===== src/pkg/nvmsec_pkg.sv =====
// Purpose: shared constants and carrier types for the nvm security and command decoder
// Assumes: 32-bit classic wishbone register access, one system clock
// Notes:   offsets are byte addresses of aligned words
package nvmsec_pkg;

    // ********************************
    // register offsets
    // ********************************
    localparam logic [7:0] OFS_CMD  = 8'h00; // command_code launch
    localparam logic [7:0] OFS_STAT = 8'h04; // status flags, write one to clear except busy and lock
    localparam logic [7:0] OFS_KEYA = 8'h08; // presented key words 0 and 1
    localparam logic [7:0] OFS_KEYB = 8'h0c; // presented key words 2 and 3
    localparam logic [7:0] OFS_PROT = 8'h10; // protection open and disable bits
    localparam logic [7:0] OFS_SEC  = 8'h14; // security_status_register, read only
    localparam logic [7:0] OFS_DBG  = 8'h18; // debug_access_control

    // ********************************
    // field positions
    // ********************************
    localparam int CMD_EE_BIT      = 8;  // command targets the eeprom block
    localparam int STAT_BUSY_BIT   = 0;
    localparam int STAT_ACCESS_ERROR_FLAG_BIT = 1;
    localparam int STAT_PVIOL_BIT  = 2;
    localparam int STAT_LOCK_BIT   = 3;
    localparam int STAT_FAIL_BIT   = 4;
    localparam int PROT_FOPEN_BIT  = 0;
    localparam int PROT_HDIS_BIT   = 1;
    localparam int PROT_LDIS_BIT   = 2;
    localparam int PROT_EOPEN_BIT  = 3;
    localparam int DBG_ERASE_BIT   = 0;
    localparam int DBG_RST_BIT     = 3;

    // ********************************
    // encodings and reset values
    // ********************************
    localparam logic [1:0]  SEC_UNSECURED   = 2'h2;
    localparam logic [1:0]  KEY_ENABLE_FIELD_ENABLED   = 2'h2;
    localparam logic [7:0]  SEC_ERASED_BYTE = 8'hfe;
    localparam logic [7:0]  SEC_RESET_BYTE  = 8'hff; // secured until the byte is loaded
    localparam logic [15:0] KEY_ALL_ZERO    = 16'h0000;
    localparam logic [15:0] KEY_ALL_ONE     = 16'hffff;
    localparam logic [3:0]  KEY_CMP_CYCLES  = 4'h4; // read-blocked compare window

    // ********************************
    // command codes
    // ********************************
    localparam logic [7:0] CMD_EV_ALL    = 8'h01;
    localparam logic [7:0] CMD_EV_BLOCK  = 8'h02;
    localparam logic [7:0] CMD_EV_SECT   = 8'h03;
    localparam logic [7:0] CMD_RD_ONCE   = 8'h04;
    localparam logic [7:0] CMD_PGM       = 8'h06;
    localparam logic [7:0] CMD_PGM_ONCE  = 8'h07;
    localparam logic [7:0] CMD_ERS_ALL   = 8'h08;
    localparam logic [7:0] CMD_ERS_BLK   = 8'h09;
    localparam logic [7:0] CMD_ERS_SECT  = 8'h0a;
    localparam logic [7:0] CMD_UNSECURE  = 8'h0b;
    localparam logic [7:0] CMD_KEY_VER   = 8'h0c;
    localparam logic [7:0] CMD_MRG_USER  = 8'h0d;
    localparam logic [7:0] CMD_MRG_FACT  = 8'h0e;
    localparam logic [7:0] CMD_EV_EESECT = 8'h10;
    localparam logic [7:0] CMD_EE_PGM    = 8'h11;
    localparam logic [7:0] CMD_EE_ERSECT = 8'h12;

    // ********************************
    // types
    // ********************************
    typedef enum logic [2:0] {
        NVMSEC_IDLE  = 3'b000,
        NVMSEC_EXEC  = 3'b001,
        NVMSEC_KEY   = 3'b011,
        NVMSEC_DERS  = 3'b010,
        NVMSEC_DPROG = 3'b110
    } nvmsec_state_t;

    // request to the array engine
    typedef struct packed {
        logic       start;
        logic [7:0] code;
        logic       ee_sel;
    } nvmsec_op_t;

    // nonvolatile configuration as read from the array
    typedef struct packed {
        logic [63:0] keys;     // four stored key words, word 0 lowest
        logic [7:0]  sec_byte; // stored security byte
        logic        once_used;
    } nvmsec_cfg_t;

endpackage : nvmsec_pkg


===== src/hw/nvmsec_top.sv =====
// Purpose: backdoor key check, debug mass erase and command decode of the nvm controller
// Assumes: array engine answers each started operation with one done pulse
// Notes:   all outputs but the constant sec_byte_val come from the single state register
// Summary of operation
// - compare against four stored 16-bit key words
// - key command needs key_enable_field enabled
// - key match sets security field to 10
// - stored keys 0000 or ffff never match
// - block array reads during key compare
// - failed compare locks key command until reset
// - key check leaves security byte, protection alone
// - key check never writes stored keys
// - erase bit during device reset starts mass erase
// - erase end: clear bit, hold cpu, unsecure
// - commands gated by mode and security
// - codes 01 02 03 are erase verifies
// - 04 reads once field, 07 programs once
// - 06 programs up to two longwords
// - 08 erase all needs all protection open
// - 09 flash block erase needs flash open
// - 0a erases one flash sector
// - 0b erases all then verifies, unsecures
// - 0c is backdoor key verification
// - 0d user, 0e factory margin level
// - 10 11 12 are the eeprom commands
// - security loaded at reset, new byte next reset
// - invalid code sets access_error_flag, not run
//
// The address map and register access over Wishbone were left to the implementer.
module nvmsec_top (
    // clock and reset
    input  wire logic               ref_clk,
    input  wire logic               rst_n,
    // wishbone slave
    input  wire logic               wb_cyc_i,
    input  wire logic               wb_stb_i,
    input  wire logic               wb_we_i,
    input  wire logic [7:0]         wb_adr_i,
    input  wire logic [3:0]         wb_sel_i,
    input  wire logic [31:0]        wb_dat_i,
    output logic      [31:0]        wb_dat_o,
    output logic                    wb_ack_o,
    // device reset pin, asynchronous
    input  wire logic               sys_reset_n,
    input  wire logic               special_mode,
    // array engine
    input  wire nvmsec_pkg::nvmsec_cfg_t nvm_cfg,
    input  wire logic               op_done,
    input  wire logic               op_fail,
    output nvmsec_pkg::nvmsec_op_t  op_req,
    output logic                    sec_byte_wr,
    output logic      [7:0]         sec_byte_val,
    output logic                    read_block,
    output logic                    cpu_hold
);

    typedef struct packed {
        nvmsec_pkg::nvmsec_state_t state;
        logic                      ack;
        logic [31:0]               dat;
        logic [7:0]                cmd_code;
        logic                      cmd_ee;
        logic [63:0]               keys_in;
        logic                      fopen;
        logic                      hdis;
        logic                      ldis;
        logic                      eopen;
        logic [7:0]                sec;
        logic                      acc_err;
        logic                      prot_viol;
        logic                      op_failed;
        logic                      lockout;
        logic                      dbg_erase;
        logic                      dbg_rst;
        logic                      cpu_hold;
        logic                      read_block;
        nvmsec_pkg::nvmsec_op_t    op;
        logic                      sec_wr;
        logic [3:0]                cnt;
        logic                      rst_s1;
        logic                      rst_s2;
        logic                      held_d;
        logic                      loaded;
    } nvmsec_st_t;

    nvmsec_st_t st_r;
    nvmsec_st_t st_nxt;

    // ********************************
    // decode functions
    // ********************************
    // codes that name a command at all
    function automatic logic code_valid(input logic [7:0] c);
        unique case (c)
            nvmsec_pkg::CMD_EV_ALL, nvmsec_pkg::CMD_EV_BLOCK, nvmsec_pkg::CMD_EV_SECT,
            nvmsec_pkg::CMD_RD_ONCE, nvmsec_pkg::CMD_PGM_ONCE,
            nvmsec_pkg::CMD_PGM,
            nvmsec_pkg::CMD_ERS_ALL, nvmsec_pkg::CMD_ERS_BLK, nvmsec_pkg::CMD_ERS_SECT,
            nvmsec_pkg::CMD_UNSECURE, nvmsec_pkg::CMD_KEY_VER,
            nvmsec_pkg::CMD_MRG_USER, nvmsec_pkg::CMD_MRG_FACT,
            nvmsec_pkg::CMD_EV_EESECT, nvmsec_pkg::CMD_EE_PGM,
            nvmsec_pkg::CMD_EE_ERSECT: code_valid = 1'b1;
            default: code_valid = 1'b0;
        endcase
    endfunction

    // secured parts only run verify-all, unsecure, key check, and erase-all in special mode
    function automatic logic code_allowed(input logic [7:0] c, input logic secured,
                                          input logic special);
        if (!secured) begin
            code_allowed = 1'b1;
        end else begin
            code_allowed = (c == nvmsec_pkg::CMD_EV_ALL) || (c == nvmsec_pkg::CMD_UNSECURE) ||
                           (c == nvmsec_pkg::CMD_KEY_VER) ||
                           (special && (c == nvmsec_pkg::CMD_ERS_ALL));
        end
    endfunction

    // ********************************
    // shared combinational terms
    // ********************************
    logic       bus_req;
    logic       bus_wr;
    logic       launch;
    logic       held;
    logic       secured;
    logic       key_match;
    logic       key_bad;
    logic [7:0] lc;

    assign bus_req   = wb_cyc_i && wb_stb_i && !st_r.ack;
    assign bus_wr    = bus_req && wb_we_i;
    assign launch    = bus_wr && (wb_adr_i == nvmsec_pkg::OFS_CMD) && wb_sel_i[0];
    assign lc        = wb_dat_i[7:0];
    assign held      = !st_r.rst_s2 || st_r.dbg_rst;
    assign secured   = (st_r.sec[1:0] != nvmsec_pkg::SEC_UNSECURED);
    // a stored word of all zeros or all ones can never match
    assign key_match = (nvm_cfg.keys == st_r.keys_in);
    always_comb begin
        key_bad = 1'b0;
        for (int i = 0; i < 4; i++) begin
            if ((nvm_cfg.keys[16*i +: 16] == nvmsec_pkg::KEY_ALL_ZERO) ||
                (nvm_cfg.keys[16*i +: 16] == nvmsec_pkg::KEY_ALL_ONE)) begin
                key_bad = 1'b1;
            end
        end
    end

    // ********************************
    // next state
    // ********************************
    // one process computes the whole next state; bus, decode and sequencing share it
    always_comb begin
        st_nxt          = st_r;
        st_nxt.ack      = bus_req;
        st_nxt.op.start = 1'b0;
        st_nxt.sec_wr   = 1'b0;
        st_nxt.rst_s1   = sys_reset_n;
        st_nxt.rst_s2   = st_r.rst_s1;
        st_nxt.held_d   = held;
        st_nxt.dat      = 32'h0000_0000;

        // register reads answer in the acknowledge cycle
        if (bus_req && !wb_we_i) begin
            unique case (wb_adr_i)
                nvmsec_pkg::OFS_CMD:  st_nxt.dat = {23'h000000, st_r.cmd_ee, st_r.cmd_code};
                nvmsec_pkg::OFS_STAT: st_nxt.dat = {27'h0000000, st_r.op_failed, st_r.lockout,
                    st_r.prot_viol, st_r.acc_err, st_r.state != nvmsec_pkg::NVMSEC_IDLE};
                nvmsec_pkg::OFS_KEYA: st_nxt.dat = st_r.keys_in[31:0];
                nvmsec_pkg::OFS_KEYB: st_nxt.dat = st_r.keys_in[63:32];
                nvmsec_pkg::OFS_PROT: st_nxt.dat = {28'h0000000, st_r.eopen, st_r.ldis,
                    st_r.hdis, st_r.fopen};
                nvmsec_pkg::OFS_SEC:  st_nxt.dat = {24'h000000, st_r.sec};
                nvmsec_pkg::OFS_DBG:  st_nxt.dat = {28'h0000000, st_r.dbg_rst, 2'h0,
                    st_r.dbg_erase};
                default:              st_nxt.dat = 32'h0000_0000; // unmapped reads zero
            endcase
        end

        // plain register writes
        if (bus_wr && wb_sel_i[0]) begin
            unique case (wb_adr_i)
                nvmsec_pkg::OFS_STAT: begin
                    if (wb_dat_i[nvmsec_pkg::STAT_ACCESS_ERROR_FLAG_BIT]) st_nxt.acc_err   = 1'b0;
                    if (wb_dat_i[nvmsec_pkg::STAT_PVIOL_BIT])  st_nxt.prot_viol = 1'b0;
                    if (wb_dat_i[nvmsec_pkg::STAT_FAIL_BIT])   st_nxt.op_failed = 1'b0;
                end
                nvmsec_pkg::OFS_PROT: begin
                    st_nxt.fopen = wb_dat_i[nvmsec_pkg::PROT_FOPEN_BIT];
                    st_nxt.hdis  = wb_dat_i[nvmsec_pkg::PROT_HDIS_BIT];
                    st_nxt.ldis  = wb_dat_i[nvmsec_pkg::PROT_LDIS_BIT];
                    st_nxt.eopen = wb_dat_i[nvmsec_pkg::PROT_EOPEN_BIT];
                end
                nvmsec_pkg::OFS_DBG: begin
                    st_nxt.dbg_erase = wb_dat_i[nvmsec_pkg::DBG_ERASE_BIT];
                    st_nxt.dbg_rst   = wb_dat_i[nvmsec_pkg::DBG_RST_BIT];
                end
                default: ;
            endcase
        end
        // key words may only change while no compare is running
        if (bus_wr && st_r.state == nvmsec_pkg::NVMSEC_IDLE) begin
            for (int b = 0; b < 4; b++) begin
                if (wb_sel_i[b] && wb_adr_i == nvmsec_pkg::OFS_KEYA)
                    st_nxt.keys_in[8*b +: 8] = wb_dat_i[8*b +: 8];
                if (wb_sel_i[b] && wb_adr_i == nvmsec_pkg::OFS_KEYB)
                    st_nxt.keys_in[32 + 8*b +: 8] = wb_dat_i[8*b +: 8];
            end
        end

        // device reset: lockout and cpu hold clear on entry, security loads on release unless cpu hold is set
        if (held && !st_r.held_d) begin
            st_nxt.lockout  = 1'b0;
            st_nxt.cpu_hold = 1'b0;
        end
        if ((!held && st_r.held_d && !st_r.cpu_hold) || !st_r.loaded) begin
            st_nxt.sec    = nvm_cfg.sec_byte;
            st_nxt.loaded = 1'b1;
        end

        unique case (st_r.state)
            nvmsec_pkg::NVMSEC_IDLE: begin
                if (held && st_r.dbg_erase) begin
                    // debug mass erase ignores protection and security
                    st_nxt.state   = nvmsec_pkg::NVMSEC_DERS;
                    st_nxt.op      = '{1'b1, nvmsec_pkg::CMD_ERS_ALL, 1'b0};
                end else if (launch && !held) begin
                    st_nxt.cmd_code = lc;
                    st_nxt.cmd_ee   = wb_dat_i[nvmsec_pkg::CMD_EE_BIT];
                    if (!code_valid(lc) || st_r.acc_err || st_r.prot_viol) begin
                        st_nxt.acc_err = 1'b1;
                    end else if (!code_allowed(lc, secured, special_mode)) begin
                        st_nxt.acc_err = 1'b1;
                    end else if (lc == nvmsec_pkg::CMD_KEY_VER) begin
                        if (st_r.lockout ||
                            st_r.sec[7:6] != nvmsec_pkg::KEY_ENABLE_FIELD_ENABLED) begin
                            st_nxt.acc_err = 1'b1;
                        end else begin
                            st_nxt.state      = nvmsec_pkg::NVMSEC_KEY;
                            st_nxt.cnt        = nvmsec_pkg::KEY_CMP_CYCLES;
                            st_nxt.read_block = 1'b1;
                        end
                    end else if (lc == nvmsec_pkg::CMD_PGM_ONCE && nvm_cfg.once_used) begin
                        st_nxt.acc_err = 1'b1;
                    end else if (lc == nvmsec_pkg::CMD_ERS_ALL &&
                                 !(st_r.fopen && st_r.hdis && st_r.ldis && st_r.eopen)) begin
                        st_nxt.prot_viol = 1'b1;
                    end else if (lc == nvmsec_pkg::CMD_ERS_BLK &&
                                 !wb_dat_i[nvmsec_pkg::CMD_EE_BIT] &&
                                 !(st_r.fopen && st_r.hdis && st_r.ldis)) begin
                        st_nxt.prot_viol = 1'b1;
                    end else begin
                        // remaining codes are handed to the array engine as decoded
                        st_nxt.state = nvmsec_pkg::NVMSEC_EXEC;
                        st_nxt.op    = '{1'b1, lc, wb_dat_i[nvmsec_pkg::CMD_EE_BIT]};
                    end
                end
            end
            nvmsec_pkg::NVMSEC_EXEC: begin
                if (op_done) begin
                    st_nxt.state = nvmsec_pkg::NVMSEC_IDLE;
                    if (op_fail) begin
                        st_nxt.op_failed = 1'b1;
                    end else if (st_r.op.code == nvmsec_pkg::CMD_UNSECURE) begin
                        st_nxt.sec[1:0] = nvmsec_pkg::SEC_UNSECURED;
                    end
                end else if (held) begin
                    st_nxt.state = nvmsec_pkg::NVMSEC_IDLE; // reset aborts the command
                end
            end
            nvmsec_pkg::NVMSEC_KEY: begin
                // compare takes a fixed window; the array stays read-blocked meanwhile
                if (st_r.cnt != 4'h0) begin
                    st_nxt.cnt = st_r.cnt - 4'h1;
                end else begin
                    st_nxt.state      = nvmsec_pkg::NVMSEC_IDLE;
                    st_nxt.read_block = 1'b0;
                    if (key_match && !key_bad) begin
                        // only the volatile field moves; stored byte, keys, protection stay
                        st_nxt.sec[1:0] = nvmsec_pkg::SEC_UNSECURED;
                    end else begin
                        st_nxt.lockout = 1'b1;
                    end
                end
            end
            nvmsec_pkg::NVMSEC_DERS: begin
                if (op_done) begin
                    st_nxt.state     = nvmsec_pkg::NVMSEC_DPROG;
                    st_nxt.dbg_erase = 1'b0;
                    st_nxt.cpu_hold  = 1'b1;
                    st_nxt.sec[1:0]  = nvmsec_pkg::SEC_UNSECURED;
                    st_nxt.sec_wr    = 1'b1;
                end
            end
            nvmsec_pkg::NVMSEC_DPROG: begin
                // security byte program goes out as one pulse, then back to idle
                if (op_done) st_nxt.state = nvmsec_pkg::NVMSEC_IDLE;
            end
            default: st_nxt.state = nvmsec_pkg::NVMSEC_IDLE;
        endcase
    end

    // ********************************
    // state register
    // ********************************
    always_ff @(posedge ref_clk or negedge rst_n) begin
        if (!rst_n) begin
            st_r          <= '0;
            st_r.sec      <= nvmsec_pkg::SEC_RESET_BYTE;
            st_r.rst_s1   <= 1'b0;
            st_r.rst_s2   <= 1'b0;
            st_r.held_d   <= 1'b1;
        end else begin
            st_r <= st_nxt;
        end
    end

    // outputs straight from flops, except sec_byte_val tied to SEC_ERASED_BYTE
    assign wb_ack_o     = st_r.ack;
    assign wb_dat_o     = st_r.dat;
    assign op_req       = st_r.op;
    assign sec_byte_wr  = st_r.sec_wr;
    assign sec_byte_val = nvmsec_pkg::SEC_ERASED_BYTE;
    assign read_block   = st_r.read_block;
    assign cpu_hold     = st_r.cpu_hold;
endmodule // nvmsec_top


===== config.mk =====
export PLATFORM = sky130hd
export DESIGN_NAME = nvmsec_top
export DESIGN_NICKNAME = d
export VERILOG_FILES = /design/src/pkg/nvmsec_pkg.sv /design/src/hw/nvmsec_top.sv
export SDC_FILE = /design/constraint.sdc
export NUM_CORES = 1
export LEC_CHECK = 0
export ABC_AREA = 1
export BUFFER_PORTS_ARGS = -buffer_cell sky130_fd_sc_hd__clkbuf_2
export CORE_MARGIN = 2
export CORE_UTILIZATION = 29
export CTS_CLUSTER_DIAMETER = 150
export DETAILED_ROUTE_END_ITERATION = 7
export PLACE_DENSITY = 0.48
export SLEW_MARGIN = 0
export SYNTH_ARGS = -nofsm -noshare
export SYNTH_HDL_FRONTEND = slang
export SYNTH_SLANG_ARGS = --single-unit

===== constraint.sdc =====
create_clock -name ref_clk -period 4.8 [get_ports ref_clk]
set_clock_uncertainty 0.1 [all_clocks]
set_input_delay 0.48 -clock ref_clk [delete_from_list [all_inputs] [get_ports ref_clk]]
set_output_delay 0.48 -clock ref_clk [all_outputs]
set_load 0.005 [all_outputs]

==> impl_results.html <==
<table>
<tr><th>Metric</th><th>Value</th></tr>
<tr><th colspan="2">Route</th></tr>
<tr><td>Wire length after detailed routing</td><td>26,700 µm</td></tr>
<tr><td>Drt first-iter violations</td><td>461</td></tr>
<tr><td>Antenna-violating nets left</td><td>0</td></tr>
<tr><td>Number of vias per cell after detailed routing</td><td>4.38</td></tr>
<tr><td>Detail-routed net length per standard cell</td><td>15.0 µm</td></tr>
<tr><td>Overall via count from detail_route</td><td>7,811</td></tr>
<tr><td>Number of DRC violations after detailed routing</td><td>0</td></tr>
<tr><td>TritonRoute pass-1 iters</td><td>5</td></tr>
<tr><th colspan="2">Worst setup path</th></tr>
<tr><td>CP Cell Sequence</td><td>inv_1, nand2_1, inv_1, nand2_1, o21ai_1, nor2_1, a21oi_1, o21ai_0, nand3b_1</td></tr>
<tr><td>Number of buffer and inverter stages on the critical path</td><td>2</td></tr>
<tr><td>Number of cells on the critical path</td><td>9</td></tr>
<tr><td>Library cell contributing the largest single delay on the critical path</td><td>o21ai_1</td></tr>
<tr><td>R2r setup slk</td><td>2.38 ns</td></tr>
<tr><td>Worst setup path category</td><td>reg -&gt; reg</td></tr>
<tr><td>Data arrival time of the critical path</td><td>2.66 ns</td></tr>
<tr><td>Capturing element type of the critical path</td><td>flip-flop</td></tr>
<tr><td>Reg-to-reg critical path endpoint</td><td>st_r[28]</td></tr>
<tr><td>Critical path endpoint</td><td>st_r[28]</td></tr>
<tr><td>Source of the worst register-to-register timing path</td><td>st_r[21]</td></tr>
<tr><td>Family with the most delay on the worst path</td><td>compound AO/OA/AOI/OAI gates</td></tr>
<tr><td>Cells on worst reg2reg path</td><td>9</td></tr>
<tr><td>CP peak stage delay</td><td>0.90 ns</td></tr>
<tr><td>Element type at the critical path start</td><td>flip-flop</td></tr>
<tr><td>Crit. Startpoint</td><td>st_r[21]</td></tr>
<tr><td>Maximum fanout along the worst path</td><td>14</td></tr>
<tr><td>WP data required</td><td>5.05 ns</td></tr>
<tr><th colspan="2">Placed design</th></tr>
<tr><td>Count of port buffers added during placement</td><td>171</td></tr>
<tr><td>Routability Congestion</td><td>0.815</td></tr>
<tr><td>Half-perimeter wire length after detailed placement</td><td>21,200 µm</td></tr>
<tr><td>Placement Setup Slack</td><td>2.06 ns</td></tr>
<tr><th colspan="2">Synth</th></tr>
<tr><td>Warnings, synthesis</td><td>0</td></tr>
<tr><td>Gate count after technology mapping</td><td>1,247</td></tr>
<tr><td>Average footprint of a synthesized cell</td><td>6.91 µm²</td></tr>
<tr><td>Number of enable flip-flop cells after synthesis</td><td>0</td></tr>
<tr><td>Main area contributors after synthesis</td><td>dfrtp_1 (40%), nand2_1 (18%), inv_1 (8.1%), nor2_1 (6.7%), buf_4 (4.8%)</td></tr>
<tr><td>Share of the synthesized area in the top cell type</td><td>40.4%</td></tr>
<tr><td>Area of the mapped netlist</td><td>8610 µm²</td></tr>
<tr><td>Synth area leader</td><td>dfrtp_1</td></tr>
<tr><td>Post-synth cell types</td><td>39</td></tr>
<tr><td>Top flip-flop cell by instance count after synthesis</td><td>dfrtp_1</td></tr>
<tr><td>Proportion of register bits with asynchronous set or reset after synthesis</td><td>100%</td></tr>
<tr><td>Fraction of the yosys area taken by sequential cells</td><td>43.1%</td></tr>
<tr><td>FF+latch count, synth</td><td>148</td></tr>
<tr><th colspan="2">Floorplan</th></tr>
<tr><td>Standard-cell row count</td><td>63</td></tr>
<tr><td>Area of the core</td><td>29,400 µm²</td></tr>
<tr><td>Overall die area</td><td>31,100 µm²</td></tr>
<tr><td>Die Height</td><td>176 µm</td></tr>
<tr><td>Initial Utilization</td><td>29.3%</td></tr>
<tr><td>I/O pin cnt</td><td>180</td></tr>
<tr><td>Die outline width</td><td>176 µm</td></tr>
<tr><th colspan="2">Clock tree</th></tr>
<tr><td>TritonCTS buffer count</td><td>17</td></tr>
<tr><td>Number of buffers inserted for hold repair after clock tree synthesis</td><td>0</td></tr>
<tr><td>Skew-Pair Late Insertion Delay</td><td>0.43 ns</td></tr>
<tr><td>CTS tree</td><td>built</td></tr>
<tr><td>Number of cells upsized or downsized after cts</td><td>0</td></tr>
<tr><td>Post-CTS clock slew at the launch and capture registers of the worst setup and hold paths</td><td>0.07 ns</td></tr>
<tr><td>Clock tree root buffer cell</td><td>clkbuf_16</td></tr>
<tr><td>H-Tree Depth</td><td>4</td></tr>
<tr><td>Maximum clock insertion buffer count</td><td>2</td></tr>
<tr><td>Sink count of the clock tree</td><td>148</td></tr>
<tr><td>Post-CTS setup buffers</td><td>0</td></tr>
<tr><th colspan="2">Timing</th></tr>
<tr><td>Headroom to the max-slew limit</td><td>21.3%</td></tr>
<tr><td>Number of failing hold endpoints at the final stage</td><td>16</td></tr>
<tr><td>Final critical delay including setup and external delays</td><td>2.42 ns</td></tr>
<tr><td>Final worst slack</td><td>2.38 ns</td></tr>
<tr><td>Final total negative setup slack</td><td>0 ns</td></tr>
<tr><td>Max Fclk</td><td>0.414 GHz</td></tr>
<tr><td>Smallest hold slack</td><td>-0.0146 ns</td></tr>
<tr><td>Number of setup violations in the final report</td><td>0</td></tr>
<tr><td>Max-slew violation count</td><td>0</td></tr>
<tr><td>Final worst-path cycle share</td><td>50.3%</td></tr>
<tr><td>Transition time of the tightest slew-check pin</td><td>1.17 ns</td></tr>
<tr><td>Setup repair after global routing missed its margin</td><td>no</td></tr>
<tr><th colspan="2">GRT</th></tr>
<tr><td>Largest net degree at the start of global routing</td><td>82</td></tr>
<tr><td>GRT overflow</td><td>0</td></tr>
<tr><td>Via count of the first global-routing pass</td><td>7,454</td></tr>
<tr><td>Antenna violations before repair</td><td>0</td></tr>
<tr><td>GRT Resource Usage Total</td><td>17.6%</td></tr>
<tr><td>Wire length of the first global-routing pass</td><td>41,400 µm</td></tr>
<tr><th colspan="2">Pwr</th></tr>
<tr><td>Static power due to leakage</td><td>5.27 nW</td></tr>
<tr><td>Peak supply drop</td><td>185 µV</td></tr>
<tr><td>Pwr per Cell Area</td><td>308 nW/µm²</td></tr>
<tr><th colspan="2">Cells and area</th></tr>
<tr><td>Layout overhead on the synthesized area</td><td>17.7%</td></tr>
<tr><td>Leading cell types in the layout, fill and taps excluded</td><td>nand2_1 (409), inv_1 (185), clkbuf_2 (170)</td></tr>
<tr><td>Final-layout fill cell count</td><td>3,193</td></tr>
<tr><td>Antenna cell count</td><td>0</td></tr>
<tr><td>Sequential standard cell area</td><td>3710 µm²</td></tr>
<tr><td>Final #Nets</td><td>1,506</td></tr>
<tr><td>Most common cell after layout, fill and taps aside</td><td>nand2_1</td></tr>
<tr><td>Fraction of layout cells with a size suffix above 1</td><td>17.7%</td></tr>
<tr><td>Total area of multi-input combinational cells</td><td>3720 µm²</td></tr>
<tr><th colspan="2">Run</th></tr>
<tr><td># Max-Cap Violations</td><td>0</td></tr>
<tr><th colspan="2">Worst hold path</th></tr>
<tr><td>Hold/Removal Path Class</td><td>in -&gt; async</td></tr>
<tr><th colspan="2">Outcome</th></tr>
<tr><td>Outcome</td><td>finished, violations left</td></tr>
<tr><td>Violated checks</td><td>negative hold slack</td></tr>
</table>
==> where the power goes <==
group          switching [W]  internal (W)  total (W)
clock network       0.000614      0.000741    0.00135
registers          0.0000366       0.00131    0.00134
logic               0.000281      0.000147   0.000428
==> state kept, by name, indices dropped and copies added (netlist names) <==
signal       flops
st_nxt           1
read_block       1
sec_byte_wr      1
op_req          10
wb_ack_o         1
cpu_hold         1
st_r           101
wb_dat_o        32
==> kinds of logic after synthesis <==
| group | Yosys count | synth area share, % |
|---|---|---|
| xor gates and xnor gates | 10 | 1.02 |
| AOI/OAI and AO/OA | 171 | 10.2 |
| DFF | 148 | 43.1 |
| adders and majority gates | 1 | 0.145 |
| and+or+nand+nor | 651 | 31.2 |
| muxes | 2 | 0.247 |
| buffers and inverters | 262 | 13.9 |
| other | 2 | 0.0872 |
==> metal layers <==
metal	global-route usage [%]	up-vias	wire length [µm]
li1	-	4051	-
met5	0	-	0
met1	23.3	3551	12400
met3	3.49	28	1270
met2	29.2	181	12600
met4	5.06	0	477
==> metrics by stage <==
step                      cell area, µm²  cells  utilization (%)  total power (W)
after floorplan                     8640   1254                -          0.00161
after global placement              9550   1750             32.5          0.00179
after detailed placement            9550   1750             32.5          0.00180
after CTS                          10100   1782             34.5          0.00316
after global routing               10100   1782             34.5          0.00329
final                              10100   1782             34.5          0.00312
==> final cells by class <==
class / count / area share [%]
clock inverter: 15 / 1.62
timing repair buffer: 176 / 8.88
multi-input combinational: 844 / 36.7
inverter: 192 / 7.11
clock buffer: 17 / 4.20
sequential: 148 / 36.6
tap: 390 / 4.81
==> worst register-to-register path, delay by kind of cell, from the launching register on <==
kind	cells	cell delay [ns]
AO/OA/AOI/OAI	3	1.19
buffers and inverters	2	0.26
flip-flops	1	0.38
AND/OR/NAND/NOR	4	0.42
==> synth_stat cells (all sizes together) (3+ instances only) <==
library cell / instances
nand2: 412
inv: 191
nor2: 161
dfrtp: 139
o21ai: 113
buf: 63
a21oi: 49
nand3: 43
nand4: 18
xor2: 10
dfstp: 9
clkbuf: 7
nor3: 7
nor4: 3
or2: 3
==> how the worst min path moves through the flow <==
stage / start / slack [ns] / endpoint
2_1_floorplan: rst_n / 0.08 / cpu_hold
3_3_place_gp: st_nxt[2] / 0.24 / st_r[2]
3_5_place_dp: st_nxt[2] / 0.24 / st_r[2]
4_1_cts: rst_n / 0.03 / op_req[6]
5_1_grt: sys_reset_n / 0.03 / st_nxt[2]
6_report: rst_n / -0.01 / op_req[8]
Note: power is estimated with default switching activity, not from simulation.
